## src/core_mem_pkg.sv

```systemverilog
// Constants shared by the core memory data path and protection control.
package core_mem_pkg;

  // ---------------------------------------------------------------------------
  // Widths
  // ---------------------------------------------------------------------------
  localparam int DATA_W = 16;
  localparam int ADDR_W = 14;
  localparam int PAIRS  = 6;

  // ---------------------------------------------------------------------------
  // Timing of one delay-line pass
  // ---------------------------------------------------------------------------
  localparam int CLK_NS   = 100;
  localparam int HALF_NS  = 500;
  localparam int HALF_CYC = (HALF_NS + CLK_NS - 1) / CLK_NS;
  localparam int GAP_NS   = 100;
  localparam int GAP_CYC  = (GAP_NS + CLK_NS - 1) / CLK_NS;
  localparam logic [2:0] DRV_ON   = 3'h1;
  localparam logic [2:0] STROBE_T = 3'h2;
  localparam logic [2:0] CLR_T    = 3'h3;
  localparam logic [2:0] DRV_OFF  = 3'h4;
  localparam logic [2:0] LAST_T   = 3'(HALF_CYC - 1);
  localparam logic [1:0] GAP_LAST = 2'(GAP_CYC - 1);

  // ---------------------------------------------------------------------------
  // Register map
  // ---------------------------------------------------------------------------
  localparam logic [3:0] CTRL_OFS   = 4'h0;
  localparam logic [3:0] STATUS_OFS = 4'h4;
  localparam logic [3:0] INFO_OFS   = 4'h8;
  localparam logic [3:0] COUNT_OFS  = 4'hc;
  localparam int CTRL_PORT_EN = 0;
  localparam logic [31:0] CTRL_RST = 32'h0000_0001;

  // ---------------------------------------------------------------------------
  // Cycle sequencer states
  // ---------------------------------------------------------------------------
  typedef enum logic [2:0] {
    ST_IDLE,
    ST_ARMED,
    ST_READ,
    ST_GAP,
    ST_WRITE,
    ST_RELEASE
  } cyc_state_t;

endpackage

```

## src/core_memory_data_path_control.sv

```systemverilog
// Data path, cycle timing and protection control for a core memory bank.
`timescale 1ns/1ns
// Function
// RULE_01: Mode signal picks restore or new data.
// RULE_02: Read mode strobes 17 bits into register.
// RULE_03: Read mode restores register word on write.
// RULE_04: Write mode blocks cores, writes user bits.
// RULE_05: Register clears late on mode/gate change.
// RULE_06: Lagging parity bit has its own path.
// RULE_07: Core parity out, user parity in separately.
// RULE_08: Fourteen parallel address bits select location.
// RULE_09: Separate 17-bit input and output data groups.
// RULE_10: Address and data held stable all cycle.
// RULE_11: Inhibit blocks Y current for zero.
// RULE_12: Twelve timing lines gate address-selected predrives.
// RULE_13: Sense data valid only at strobes.
// RULE_14: Airflow failure shuts down unless disabled.
// RULE_15: Voltage failure disables predrive, flags status.
// RULE_16: Status true when both monitors true.
// RULE_17: Pair pulses never overlap, keep gap.
// RULE_18: Missing module or lost timing forces off.
// RULE_19: Predrive disable blocks access on faults.
// RULE_20: Strobe enables fire selected and common strobes.
// RULE_21: Cycle starts on clock B after address.
// RULE_22: Two passes: read half then write half.
// RULE_23: User data and parity taken under gate.
// RULE_24: User parity present before write half.
module core_memory_data_path_control
  import core_mem_pkg::*;
(
  // Clock and reset.
  input  wire logic                clk_i,
  input  wire logic                rst_i,
  // Wishbone slave.
  input  wire logic                cyc_i,
  input  wire logic                stb_i,
  input  wire logic                we_i,
  input  wire logic [3:0]          adr_i,
  input  wire logic [3:0]          sel_i,
  input  wire logic [31:0]         dat_i,
  output logic      [31:0]         dat_o,
  output logic                     ack_o,
  // Port user side.
  input  wire logic                mem_req_i,
  input  wire logic [ADDR_W-1:0]   addr_i,
  input  wire logic                read_mode_i,
  input  wire logic                port_connect_gate_i,
  input  wire logic                clk_b_i,
  input  wire logic                reset_early_i,
  input  wire logic [DATA_W-1:0]   wdata_i,
  input  wire logic                wpar_i,
  output logic      [DATA_W-1:0]   rdata_o,
  output logic                     rpar_o,
  output logic                     addr_here_o,
  output logic                     req_release_o,
  // Core storage unit side.
  input  wire logic [DATA_W-1:0]   core_rdata_i,
  input  wire logic                core_rpar_i,
  output logic      [ADDR_W-1:0]   core_addr_o,
  output logic      [DATA_W-1:0]   core_wdata_o,
  output logic                     core_wpar_o,
  output logic      [2*PAIRS-1:0]  drive_timing_o,
  output logic      [1:0]          strobe_enable_o,
  output logic      [3:0]          preamp_select_o,
  output logic                     sense_strobe_o,
  // Monitors and protection.
  input  wire logic                airflow_fail_i,
  input  wire logic                voltage_fail_i,
  input  wire logic                mem_disable_i,
  input  wire logic                ancillary_present_i,
  output logic                     power_shutdown_o,
  output logic                     predrive_disable_o,
  output logic                     mem_status_o
);

  // ---------------------------------------------------------------------------
  // Declarations
  // ---------------------------------------------------------------------------
  cyc_state_t             state_q;
  logic [2:0]             tick_q;
  logic [1:0]             gap_q;
  logic [31:0]            ctrl_q;
  logic [15:0]            count_q;
  logic [ADDR_W-1:0]      addr_q;
  logic                   mode_q;
  logic [DATA_W:0]        info_q;
  logic                   mode_seen_q;
  logic                   gate_seen_q;
  logic                   inhibit;
  logic                   change;
  logic                   drive_win;
  logic [2*PAIRS-1:0]     drv_d;
  logic [1:0]             xsel;
  logic                   wb_req;

  // Any fault or missing module stops every access.
  assign inhibit   = predrive_disable_o | ~ancillary_present_i; // [RULE_19]
  assign change    = (read_mode_i != mode_seen_q) |
                     (port_connect_gate_i != gate_seen_q);
  assign drive_win = (tick_q >= DRV_ON) && (tick_q < DRV_OFF);
  assign xsel      = (addr_q[1:0] == 2'h3) ? 2'h2 : addr_q[1:0];
  assign wb_req    = cyc_i & stb_i & ~ack_o;

  // ---------------------------------------------------------------------------
  // Cycle sequencer
  // ---------------------------------------------------------------------------
  // Two delay-line passes run back to back with a guard gap between them.
  always_ff @(posedge clk_i) begin
    if (rst_i || reset_early_i || inhibit) begin
      state_q <= ST_IDLE; // Lost or blocked cycles end safely. [RULE_18]
      tick_q  <= 3'h0;
      gap_q   <= 2'h0;
    end else begin
      case (state_q)
        ST_IDLE: begin
          if (mem_req_i && ctrl_q[CTRL_PORT_EN]) begin
            state_q <= ST_ARMED;
          end
        end
        ST_ARMED: begin
          if (clk_b_i) begin
            state_q <= ST_READ; // [RULE_21]
            tick_q  <= 3'h0;
          end
        end
        ST_READ: begin
          if (tick_q == LAST_T) begin
            state_q <= ST_GAP; // [RULE_22]
            gap_q   <= 2'h0;
          end else begin
            tick_q <= tick_q + 3'h1;
          end
        end
        ST_GAP: begin
          if (gap_q == GAP_LAST) begin
            state_q <= ST_WRITE; // [RULE_22]
            tick_q  <= 3'h0;
          end else begin
            gap_q <= gap_q + 2'h1;
          end
        end
        ST_WRITE: begin
          if (tick_q == LAST_T) begin
            state_q <= ST_RELEASE;
          end else begin
            tick_q <= tick_q + 3'h1;
          end
        end
        ST_RELEASE: begin
          if (!mem_req_i) begin
            state_q <= ST_IDLE;
          end
        end
        default: begin
          state_q <= ST_IDLE;
        end
      endcase
    end
  end

  // Handshake flags towards the port user.
  always_ff @(posedge clk_i) begin
    if (rst_i) begin
      addr_here_o   <= 1'b0;
      req_release_o <= 1'b0;
    end else begin
      addr_here_o   <= (state_q != ST_IDLE) && !inhibit && !reset_early_i;
      req_release_o <= (state_q == ST_RELEASE) && !inhibit;
    end
  end

  // ---------------------------------------------------------------------------
  // Address and mode holding
  // ---------------------------------------------------------------------------
  // Address and mode are frozen when the cycle is armed and held throughout.
  always_ff @(posedge clk_i) begin
    if (rst_i) begin
      addr_q <= '0;
      mode_q <= 1'b1;
    end else if (state_q == ST_IDLE) begin
      addr_q <= addr_i; // [RULE_08] [RULE_10]
      mode_q <= read_mode_i; // [RULE_01]
    end
  end

  // Registered copies of the address lines to the storage unit.
  always_ff @(posedge clk_i) begin
    if (rst_i) begin
      core_addr_o <= '0;
    end else begin
      core_addr_o <= addr_q; // [RULE_08]
    end
  end

  // ---------------------------------------------------------------------------
  // Information register
  // ---------------------------------------------------------------------------
  // Bit DATA_W is the parity bit; in write mode it is loaded on its own later path.
  always_ff @(posedge clk_i) begin
    if (rst_i) begin
      info_q <= '0;
    end else if (state_q == ST_READ && tick_q == STROBE_T && mode_q) begin
      info_q <= {core_rpar_i, core_rdata_i}; // [RULE_02] [RULE_07] [RULE_13]
    end else if (state_q == ST_READ && !mode_q && port_connect_gate_i) begin
      info_q[DATA_W-1:0] <= wdata_i; // [RULE_04] [RULE_23]
    end else if (state_q == ST_GAP && !mode_q && port_connect_gate_i) begin
      info_q[DATA_W] <= wpar_i; // Lagging parity. [RULE_06] [RULE_24]
    end else if (change && (state_q == ST_RELEASE || state_q == ST_IDLE ||
                 (state_q == ST_WRITE && tick_q >= CLR_T))) begin
      info_q <= '0; // [RULE_05]
    end
  end

  // Last seen levels of the mode and gate lines for change detection.
  always_ff @(posedge clk_i) begin
    if (rst_i) begin
      mode_seen_q <= 1'b1; // Matches the read-mode idle level.
      gate_seen_q <= 1'b0;
    end else begin
      mode_seen_q <= read_mode_i;
      gate_seen_q <= port_connect_gate_i;
    end
  end

  // Read word to the user, and the write lines through the inhibits.
  always_ff @(posedge clk_i) begin
    if (rst_i) begin
      rdata_o      <= '0;
      rpar_o       <= 1'b0;
      core_wdata_o <= '0;
      core_wpar_o  <= 1'b0;
    end else begin
      rdata_o <= info_q[DATA_W-1:0]; // [RULE_09]
      rpar_o  <= info_q[DATA_W]; // [RULE_07]
      if (state_q == ST_WRITE && !inhibit) begin
        core_wdata_o <= info_q[DATA_W-1:0]; // One lets Y current. [RULE_11]
        core_wpar_o  <= info_q[DATA_W]; // [RULE_03] [RULE_07]
      end else begin
        core_wdata_o <= '0;
        core_wpar_o  <= 1'b0;
      end
    end
  end

  // ---------------------------------------------------------------------------
  // Driveline timing and protection latches
  // ---------------------------------------------------------------------------
  // Pairs 0-2 are X lines, 3-5 are Y lines; read drives pos, write drives neg.
  generate
    for (genvar k = 0; k < PAIRS; k++) begin : g_pair
      logic sel;
      if (k < 3) begin : g_x
        assign sel = (xsel == 2'(k));
      end else begin : g_y
        assign sel = (addr_q[2] == 1'(k - 3)) || (k == 5);
      end
      // A pulse may start only if its partner was off last cycle.
      assign drv_d[2*k]   = sel && drive_win && state_q == ST_READ &&
                            !drive_timing_o[2*k+1] && !inhibit; // [RULE_17]
      assign drv_d[2*k+1] = sel && drive_win && state_q == ST_WRITE &&
                            !drive_timing_o[2*k] && !inhibit; // [RULE_17]
    end
  endgenerate

  // Timing outputs, all forced low while access is blocked.
  always_ff @(posedge clk_i) begin
    if (rst_i) begin
      drive_timing_o <= '0;
    end else begin
      drive_timing_o <= drv_d; // [RULE_12] [RULE_18]
    end
  end

  // Strobe enables, preamp select and the common sense strobe.
  always_ff @(posedge clk_i) begin
    if (rst_i) begin
      strobe_enable_o <= 2'h0;
      preamp_select_o <= 4'h0;
      sense_strobe_o  <= 1'b0;
    end else begin
      strobe_enable_o[0] <= state_q == ST_READ && tick_q == STROBE_T-3'h1 &&
                            !inhibit;
      strobe_enable_o[1] <= state_q == ST_READ && tick_q == STROBE_T-3'h1 &&
                            !inhibit;
      preamp_select_o <= strobe_enable_o[0] ?
                         4'(4'h1 << addr_q[1:0]) : 4'h0; // [RULE_20]
      sense_strobe_o  <= strobe_enable_o[1]; // [RULE_20]
    end
  end

  // ---------------------------------------------------------------------------
  // Monitors
  // ---------------------------------------------------------------------------
  // Memory disable masks the airflow trip during power sequencing.
  always_ff @(posedge clk_i) begin
    if (rst_i) begin
      power_shutdown_o   <= 1'b0;
      predrive_disable_o <= 1'b1;
      mem_status_o       <= 1'b0;
    end else begin
      power_shutdown_o   <= airflow_fail_i & ~mem_disable_i; // [RULE_14]
      predrive_disable_o <= mem_disable_i | airflow_fail_i |
                            voltage_fail_i; // [RULE_15] [RULE_19]
      mem_status_o       <= voltage_fail_i & airflow_fail_i; // [RULE_16]
    end
  end

  // ---------------------------------------------------------------------------
  // Wishbone registers
  // ---------------------------------------------------------------------------
  // Control register write with byte lanes; ack for one cycle on any access.
  always_ff @(posedge clk_i) begin
    if (rst_i) begin
      ctrl_q <= CTRL_RST;
      ack_o  <= 1'b0;
      dat_o  <= '0;
    end else begin
      ack_o <= wb_req;
      dat_o <= '0;
      if (wb_req && we_i && adr_i == CTRL_OFS) begin
        for (int b = 0; b < 4; b++) begin
          if (sel_i[b]) begin
            ctrl_q[8*b +: 8] <= dat_i[8*b +: 8];
          end
        end
      end
      if (wb_req && !we_i) begin
        case (adr_i)
          CTRL_OFS:   dat_o <= ctrl_q;
          STATUS_OFS: dat_o <= {24'h0, mem_status_o, power_shutdown_o,
                                predrive_disable_o, mode_q,
                                1'b0, 3'(state_q)};
          INFO_OFS:   dat_o <= {15'h0, info_q};
          COUNT_OFS:  dat_o <= {16'h0, count_q};
          default:    dat_o <= '0;
        endcase
      end
    end
  end

  // Count of completed memory cycles.
  always_ff @(posedge clk_i) begin
    if (rst_i) begin
      count_q <= 16'h0;
    end else if (state_q == ST_WRITE && tick_q == LAST_T && !inhibit) begin
      count_q <= count_q + 16'h1;
    end
  end
endmodule // core_memory_data_path_control

```

## config.mk

```make
export PLATFORM = sky130hd
export DESIGN_NAME = core_memory_data_path_control
export DESIGN_NICKNAME = d
export VERILOG_FILES = /design/src/core_mem_pkg.sv /design/src/core_memory_data_path_control.sv
export SDC_FILE = /design/constraint.sdc
export NUM_CORES = 1
export LEC_CHECK = 0
export ABC_AREA = 1
export BUFFER_PORTS_ARGS = -buffer_cell sky130_fd_sc_hd__buf_2
export CELL_PAD_IN_SITES_DETAIL_PLACEMENT = 2
export CELL_PAD_IN_SITES_GLOBAL_PLACEMENT = 2
export CORE_AREA = 2 2 154 156
export CTS_BUF_LIST = sky130_fd_sc_hd__clkbuf_8
export DETAILED_ROUTE_END_ITERATION = 6
export DIE_AREA = 0 0 156 158
export PLACE_DENSITY_LB_ADDON = 0.1
export RECOVER_POWER = 100
export SLEW_MARGIN = 20
export SYNTH_ARGS = -nofsm -noshare
export SYNTH_HDL_FRONTEND = slang
export SYNTH_SLANG_ARGS = --single-unit
```

## constraint.sdc

```tcl
create_clock -name clk_i -period 3.2 [get_ports clk_i]
set_input_delay 0.32 -clock clk_i [delete_from_list [all_inputs] [get_ports clk_i]]
set_output_delay 0.32 -clock clk_i [all_outputs]
set_load 0.05 [all_outputs]
```

# Word level (Yosys, flattened, before mapping)
# Cells that the tools add are included.
[op_classes]
addsub = 3
n_lt_le_gt_ge = 3
eq_ne = 26
shifts = 1
muxes = 22
n_bitwise = 15
reduce_logical = 104
[op_table]
columns = ["operator", "n"]
rows = [
  ["32-bit case mux with 4 select lines", 1],
  ["1-bit logical AND", 62],
  ["17-bit two-way mux", 2],
  ["16-bit two-way mux", 2],
  ["3-bit two-way mux", 9],
  ["2-bit != test (second input constant)", 9],
  ["3-bit case mux with 6 select lines", 1],
  ["16-bit by 1-bit adder with 16-bit output (second input constant)", 1],
  ["1-bit zero test", 16],
  ["2-bit AND reduction", 6],
  ["3-bit nonzero test", 4],
  ["3-bit by 2-bit equality test with 1-bit output (second input constant)", 3],
  ["3-bit equality test (second input constant)", 3],
  ["3-bit case mux with 3 select lines", 1],
  ["4-bit equality test (second input constant)", 2],
  ["2-bit OR reduction", 4],
  ["1-bit inverter", 7],
  ["3-bit by 1-bit equality test with 1-bit output (second input constant)", 2],
  ["2-bit two-way mux", 3],
  ["6-bit AND reduction", 1],
  ["1-bit bitwise AND", 4],
  ["2-bit equality test (second input constant)", 2],
  ["4-bit by 3-bit equality test with 1-bit output (second input constant)", 1],
  ["2-bit zero test", 2],
  ["other kinds (18)", 26],
]
[word_totals]
reg_bits = 194
input_bits = 102
out_inout_bits = 105
elab_cells = 204

# Longest topological paths before layout
[depth]
depth_word = 8
mapped_depth = 11
depth_no_buf = 10

# Worst setup path after synthesis
# No wires, ideal clock.
[synth_path]
path_kind = "register to register"
start = "register ack_o"
end = "register ctrl_q[13]"
setup_time_ns = 0.119
t_arrival_ns = 1.437
required_time_ns = 3.081
path_slack_ns = 1.643
path_stages_with_launch = 8
n_path_buf = 1
synth_period_minus_slack_ns = 1.557
path_cell_list = "dfxtp_1 -> inv_1 -> nand3_1 -> nor3_4 -> nand2_2 -> buf_2 -> o21ai_0 -> a21oi_1"
[synth_between]
elab_chain_len = 5
[synth_lines]
columns = ["item", "line", "text"]
rows = [
  ["start: declaration", "core_memory_data_path_control.sv:42", "output logic ack_o,"],
  ["start signal: assignment", "core_memory_data_path_control.sv:318", "ack_o <= wb_req;"],
  ["1-bit inverter", "core_memory_data_path_control.sv:102", "assign wb_req = cyc_i & stb_i & ~ack_o;"],
  ["1-bit bitwise AND", "core_memory_data_path_control.sv:102", ""],
  ["1-bit logical AND (2 in a row)", "core_memory_data_path_control.sv:320", "if (wb_req && we_i && adr_i == CTRL_OFS) begin"],
  ["2-bit AND reduction (no source line)", "--", ""],
  ["end signal: indexed assignment", "core_memory_data_path_control.sv:323", "ctrl_q[8*b +: 8] <= dat_i[8*b +: 8];"],
  ["end: declaration", "core_memory_data_path_control.sv:82", "logic [31:0] ctrl_q;"],
]
# Every way passes these cells.
# A chain may end at the register's enable or synchronous reset.

# Final worst setup path
[layout_path]
start = "register state_q[1]"
end = "register count_q[5]"
[layout_between]
elab_chain_len = 3
[layout_lines]
columns = ["item", "line", "text"]
rows = [
  ["start: declaration", "core_memory_data_path_control.sv:79", "cyc_state_t state_q;"],
  ["start signal: assignment", "core_memory_data_path_control.sv:110", "state_q <= ST_IDLE;"],
  ["start signal: assignment", "core_memory_data_path_control.sv:117", "state_q <= ST_ARMED;"],
  ["start signal: assignment", "core_memory_data_path_control.sv:122", "state_q <= ST_READ;"],
  ["3-bit equality test", "core_memory_data_path_control.sv:345", "end else if (state_q == ST_WRITE && tick_q == LAST_T && !inhibit) begin"],
  ["1-bit logical AND (2 in a row)", "core_memory_data_path_control.sv:345", ""],
  ["end signal: assignment", "core_memory_data_path_control.sv:346", "count_q <= count_q + 16'h1;"],
  ["end: declaration", "core_memory_data_path_control.sv:83", "logic [15:0] count_q;"],
]
# Every way passes these cells.

==> metrics.csv <==
stage,metric,value,unit
run_status,status,"finished, final reports clean",
timing,clk_skew,0.0203,ns
synthesis,yosys warns,0,
clock_network,Setup Buffers After CTS,0,
finish,multi-input combinational cell area,2590,sq um
clock_network,Root Buffer,clkbuf_8,
critical_path,Worst R2R Path Depth,9,
critical_path,R2R Path Start,state_q[1]$_SDFFE_PP0P_,
routing,Avg WL per Cell,17.4,um
critical_path,CP endpoint kind,flip-flop,
clock_network,TritonCTS clock tree,done,
placement,post-DP HPWL,18500,um
critical_path,crit path buf inv count,3,
timing,PnR worst setup slack,0.778,ns
clock_network,CTS Buffer Depth,2,
critical_path,critical setup path kind,flip-flop to flip-flop,
synthesis,Synth cell types,32,
critical_path,CP arrival,2.79,ns
timing,period utilization,75.7,%
synthesis,Mapped Area,7220,sq um
routing,final wirelength,24700,um
global_route,gr ovfl total,0,
routing,Max Used Layer,met4,
routing,post-route ant nets,0,
critical_path,reg2reg end,count_q[5]$_SDFFE_PP0P_,
hold_path,Worst Hold Class,input pin to flip-flop,
hold_path,Hold Path Cell Cnt,3,
floorplan,Cell Rows,56,
global_route,pin count of the biggest net entering global routing,55,
floorplan,Die X-Extent,156,um
critical_path,crit path cell chain,inv_1 -> nand2_1 -> nor2_1 -> nand3_1 -> buf_4 -> inv_1 -> nand2_1 -> o21ai_0 -> nor2_1,
floorplan,core area,23100,sq um
synthesis,Syn Nets,1032,
routing,Vias/cell,4.73,
critical_path,critical path's largest stage delay,0.42,ns
critical_path,critical path data required time,3.57,ns
global_route,initial antenna violation count,0,
routing,initial drt markers,268,
critical_path,Setup crit end,count_q[5]$_SDFFE_PP0P_,
critical_path,worst setup path start,state_q[1]$_SDFFE_PP0P_,
timing,Max Fclk,0.413,GHz
clock_network,clock transition at the registers of the reported paths,0.11,ns
synthesis,Synth top area share,53.8,%
finish,FF+latch area,3880,sq um
finish,"Design Area, Final",8710,sq um
clock_network,clk sinks,194,
placement,Port Buffer Count,206,
clock_network,CTS Buf Count,17,
flow_run,Max Cap Viol,0,
routing,vias,6719,
critical_path,Critical-path top delay cell,nor2_1,
power,overall power,4.31,mW
placement,placed cell count,1388,
synthesis,post-synth top area cell,dfxtp_1,
power,pwr dens,495,nW/um^2
critical_path,Critical Path Source Type,flip-flop,
finish,Layout Utilization,37.8,%
timing,Least-Margin Pin Slew,1.29,ns
clock_network,H-tree levels,4,
synthesis,syn_area_per_cell,7.82,sq um
global_route,global-route wire length before repair,38500,um
power,leakage power,3.43,nW
floorplan,I/O Pins,207,
finish,ANT cells,0,
timing,final setup violating endpoints,0,
placement,GPL Wtd Cong,0.775,
global_route,overall routing resource usage,20.3,%
global_route,number of global-route vias before repair,6981,
finish,FILL cells,2813,
timing,crit path time final,2.42,ns
power,peak supply drop,218,uV
timing,hold slack,0.0512,ns
placement,DP Area,8480,sq um
placement,worst slack at placement,1.22,ns
critical_path,worst reg-to-reg setup slack,0.78,ns
routing,met2 wire length,12000,um
floorplan,Die ar.,24600,sq um
routing,first-pass iteration count of the detailed router,4,
floorplan,initial core utilization,31.3,%
critical_path,Worst path depth,9,
routing,M1 WL,11500,um
finish,fin nets,1227,
routing,post-route DRC violation count,0,
timing,setup tns final,0,ns
clock_network,clock latency on the worst-skew pair,0.48,ns
finish,Post-Layout Cell Count,1420,
synthesis,Post-Syn Instances,923,
synthesis,Synth area leaders,"dfxtp_1, nand2_1, inv_1",
finish,fraction of layout cells with a size suffix above 1,12.7,%
critical_path,CP top delay family,simple AND/OR/NAND/NOR gates,
critical_path,CP max FO,15,
timing,Slew HR,14.2,%
synthesis,"Seq/Total Area, Yosys",53.8,%
timing,Fin. Hold Viols,0,
floorplan,Die Height,158,um
timing,final max-slew violation count,0,
finish,Area growth syn-to-layout,20.7,%
timing,RSZ-0062 raised after global routing,no,
routing,met3 routed WL,957,um
synthesis,Yosys reg bits,194,
[timing repair]
action	4_1_cts	5_1_grt
resized for setup	0	0
hold buffers	1	0
hold endpoints to repair	1	0
[routing by layer]
metal / vias up / track usage (%)
met5: - / 0
met4: 0 / 5.29
met3: 17 / 3.83
met2: 128 / 35.2
met1: 3256 / 25.9
li1: 3318 / -
[kinds of logic after synthesis]
| group | Yosys count | synth area share (%) |
|---|---|---|
| buffers and inverters | 176 | 9.72 |
| DFF | 194 | 53.8 |
| xor gates and xnor gates | 4 | 0.485 |
| and+or+nand+nor | 372 | 22.3 |
| adders and majority gates | 7 | 1.21 |
| AOI/OAI and AO/OA | 170 | 12.5 |
[cells in the mapped netlist, drive strengths merged]
| cell | number |
|---|---|
| nor4 | 2 |
| o221ai | 3 |
| a21oi | 81 |
| buf | 14 |
| nand3b | 1 |
| clkbuf | 23 |
| o21ai | 66 |
| nand3 | 57 |
| clkinv | 1 |
| inv | 138 |
| nor3b | 3 |
| ha | 7 |
| xnor2 | 3 |
| nor3 | 34 |
| nand4 | 5 |
| xor2 | 1 |
| o22ai | 19 |
| nor2 | 125 |
| o211ai | 1 |
| dfxtp | 194 |
| nand2 | 145 |
[worst register-to-register path: stages, from the launching register on]
cell	delay [ns]
dfxtp_1	0.38
inv_1	0.17
nand2_1	0.08
nor2_1	0.42
nand3_1	0.14
buf_4	0.23
inv_1	0.42
nand2_1	0.21
o21ai_0	0.20
nor2_1	0.07
[flip-flops by register name, summed over array words and instances (netlist names), 2 cells and up]
signal           count
addr_q              14
core_addr_o         14
core_wdata_o        16
count_q             16
ctrl_q              32
dat_o               32
drive_timing_o      12
gap_q                2
info_q              17
preamp_select_o      4
rdata_o             16
state_q              3
tick_q               3
[power breakdown]
group | internal, mW | switching (mW)
combinational | 0.0725 | 0.142
sequential | 2.44 | 0.00964
clock | 0.657 | 0.992
[cells in the final DEF, fill, tap and decap left out, types with 2 or more instances in the layout]
| master | count |
|---|---|
| nor4_1 | 2 |
| clkbuf_8 | 17 |
| nand4_1 | 5 |
| clkbuf_1 | 108 |
| nand2_1 | 143 |
| clkinv_8 | 3 |
| nor2_4 | 2 |
| nand2_2 | 2 |
| nor3_1 | 34 |
| nand3_1 | 57 |
| nor3b_1 | 3 |
| o21ai_0 | 63 |
| inv_1 | 137 |
| nor2_1 | 121 |
| o22ai_1 | 19 |
| xnor2_1 | 3 |
| nor2_2 | 2 |
| buf_2 | 100 |
| ha_1 | 7 |
| inv_8 | 4 |
| o21ai_1 | 3 |
| o221ai_1 | 3 |
| clkinv_4 | 5 |
| a21oi_1 | 80 |
| buf_4 | 3 |
| dfxtp_1 | 194 |
[worst min-delay path by stage]
stage                            startpoint  slack (ns)                             to
2_1_floorplan                 mem_disable_i        0.40    power_shutdown_o$_SDFF_PP0_
3_3_place_gp   drive_timing_o[4]$_SDFF_PP0_        0.41   drive_timing_o[5]$_SDFF_PP0_
3_5_place_dp   drive_timing_o[5]$_SDFF_PP0_        0.41   drive_timing_o[4]$_SDFF_PP0_
4_1_cts                      voltage_fail_i       0.008  predrive_disable_o$_SDFF_PP1_
5_1_grt                      voltage_fail_i        0.03  predrive_disable_o$_SDFF_PP1_
6_report                     voltage_fail_i        0.05  predrive_disable_o$_SDFF_PP1_
[layout make-up]
class	count	area share, %
clock inverter	14	2.01
clock buffer	17	2.69
inverter	139	5.99
tap	290	4.17
multi-input combinational	553	29.7
timing repair buffer	213	10.8
sequential	194	44.6
No activity file was read; power rests on OpenSTA's default activity.
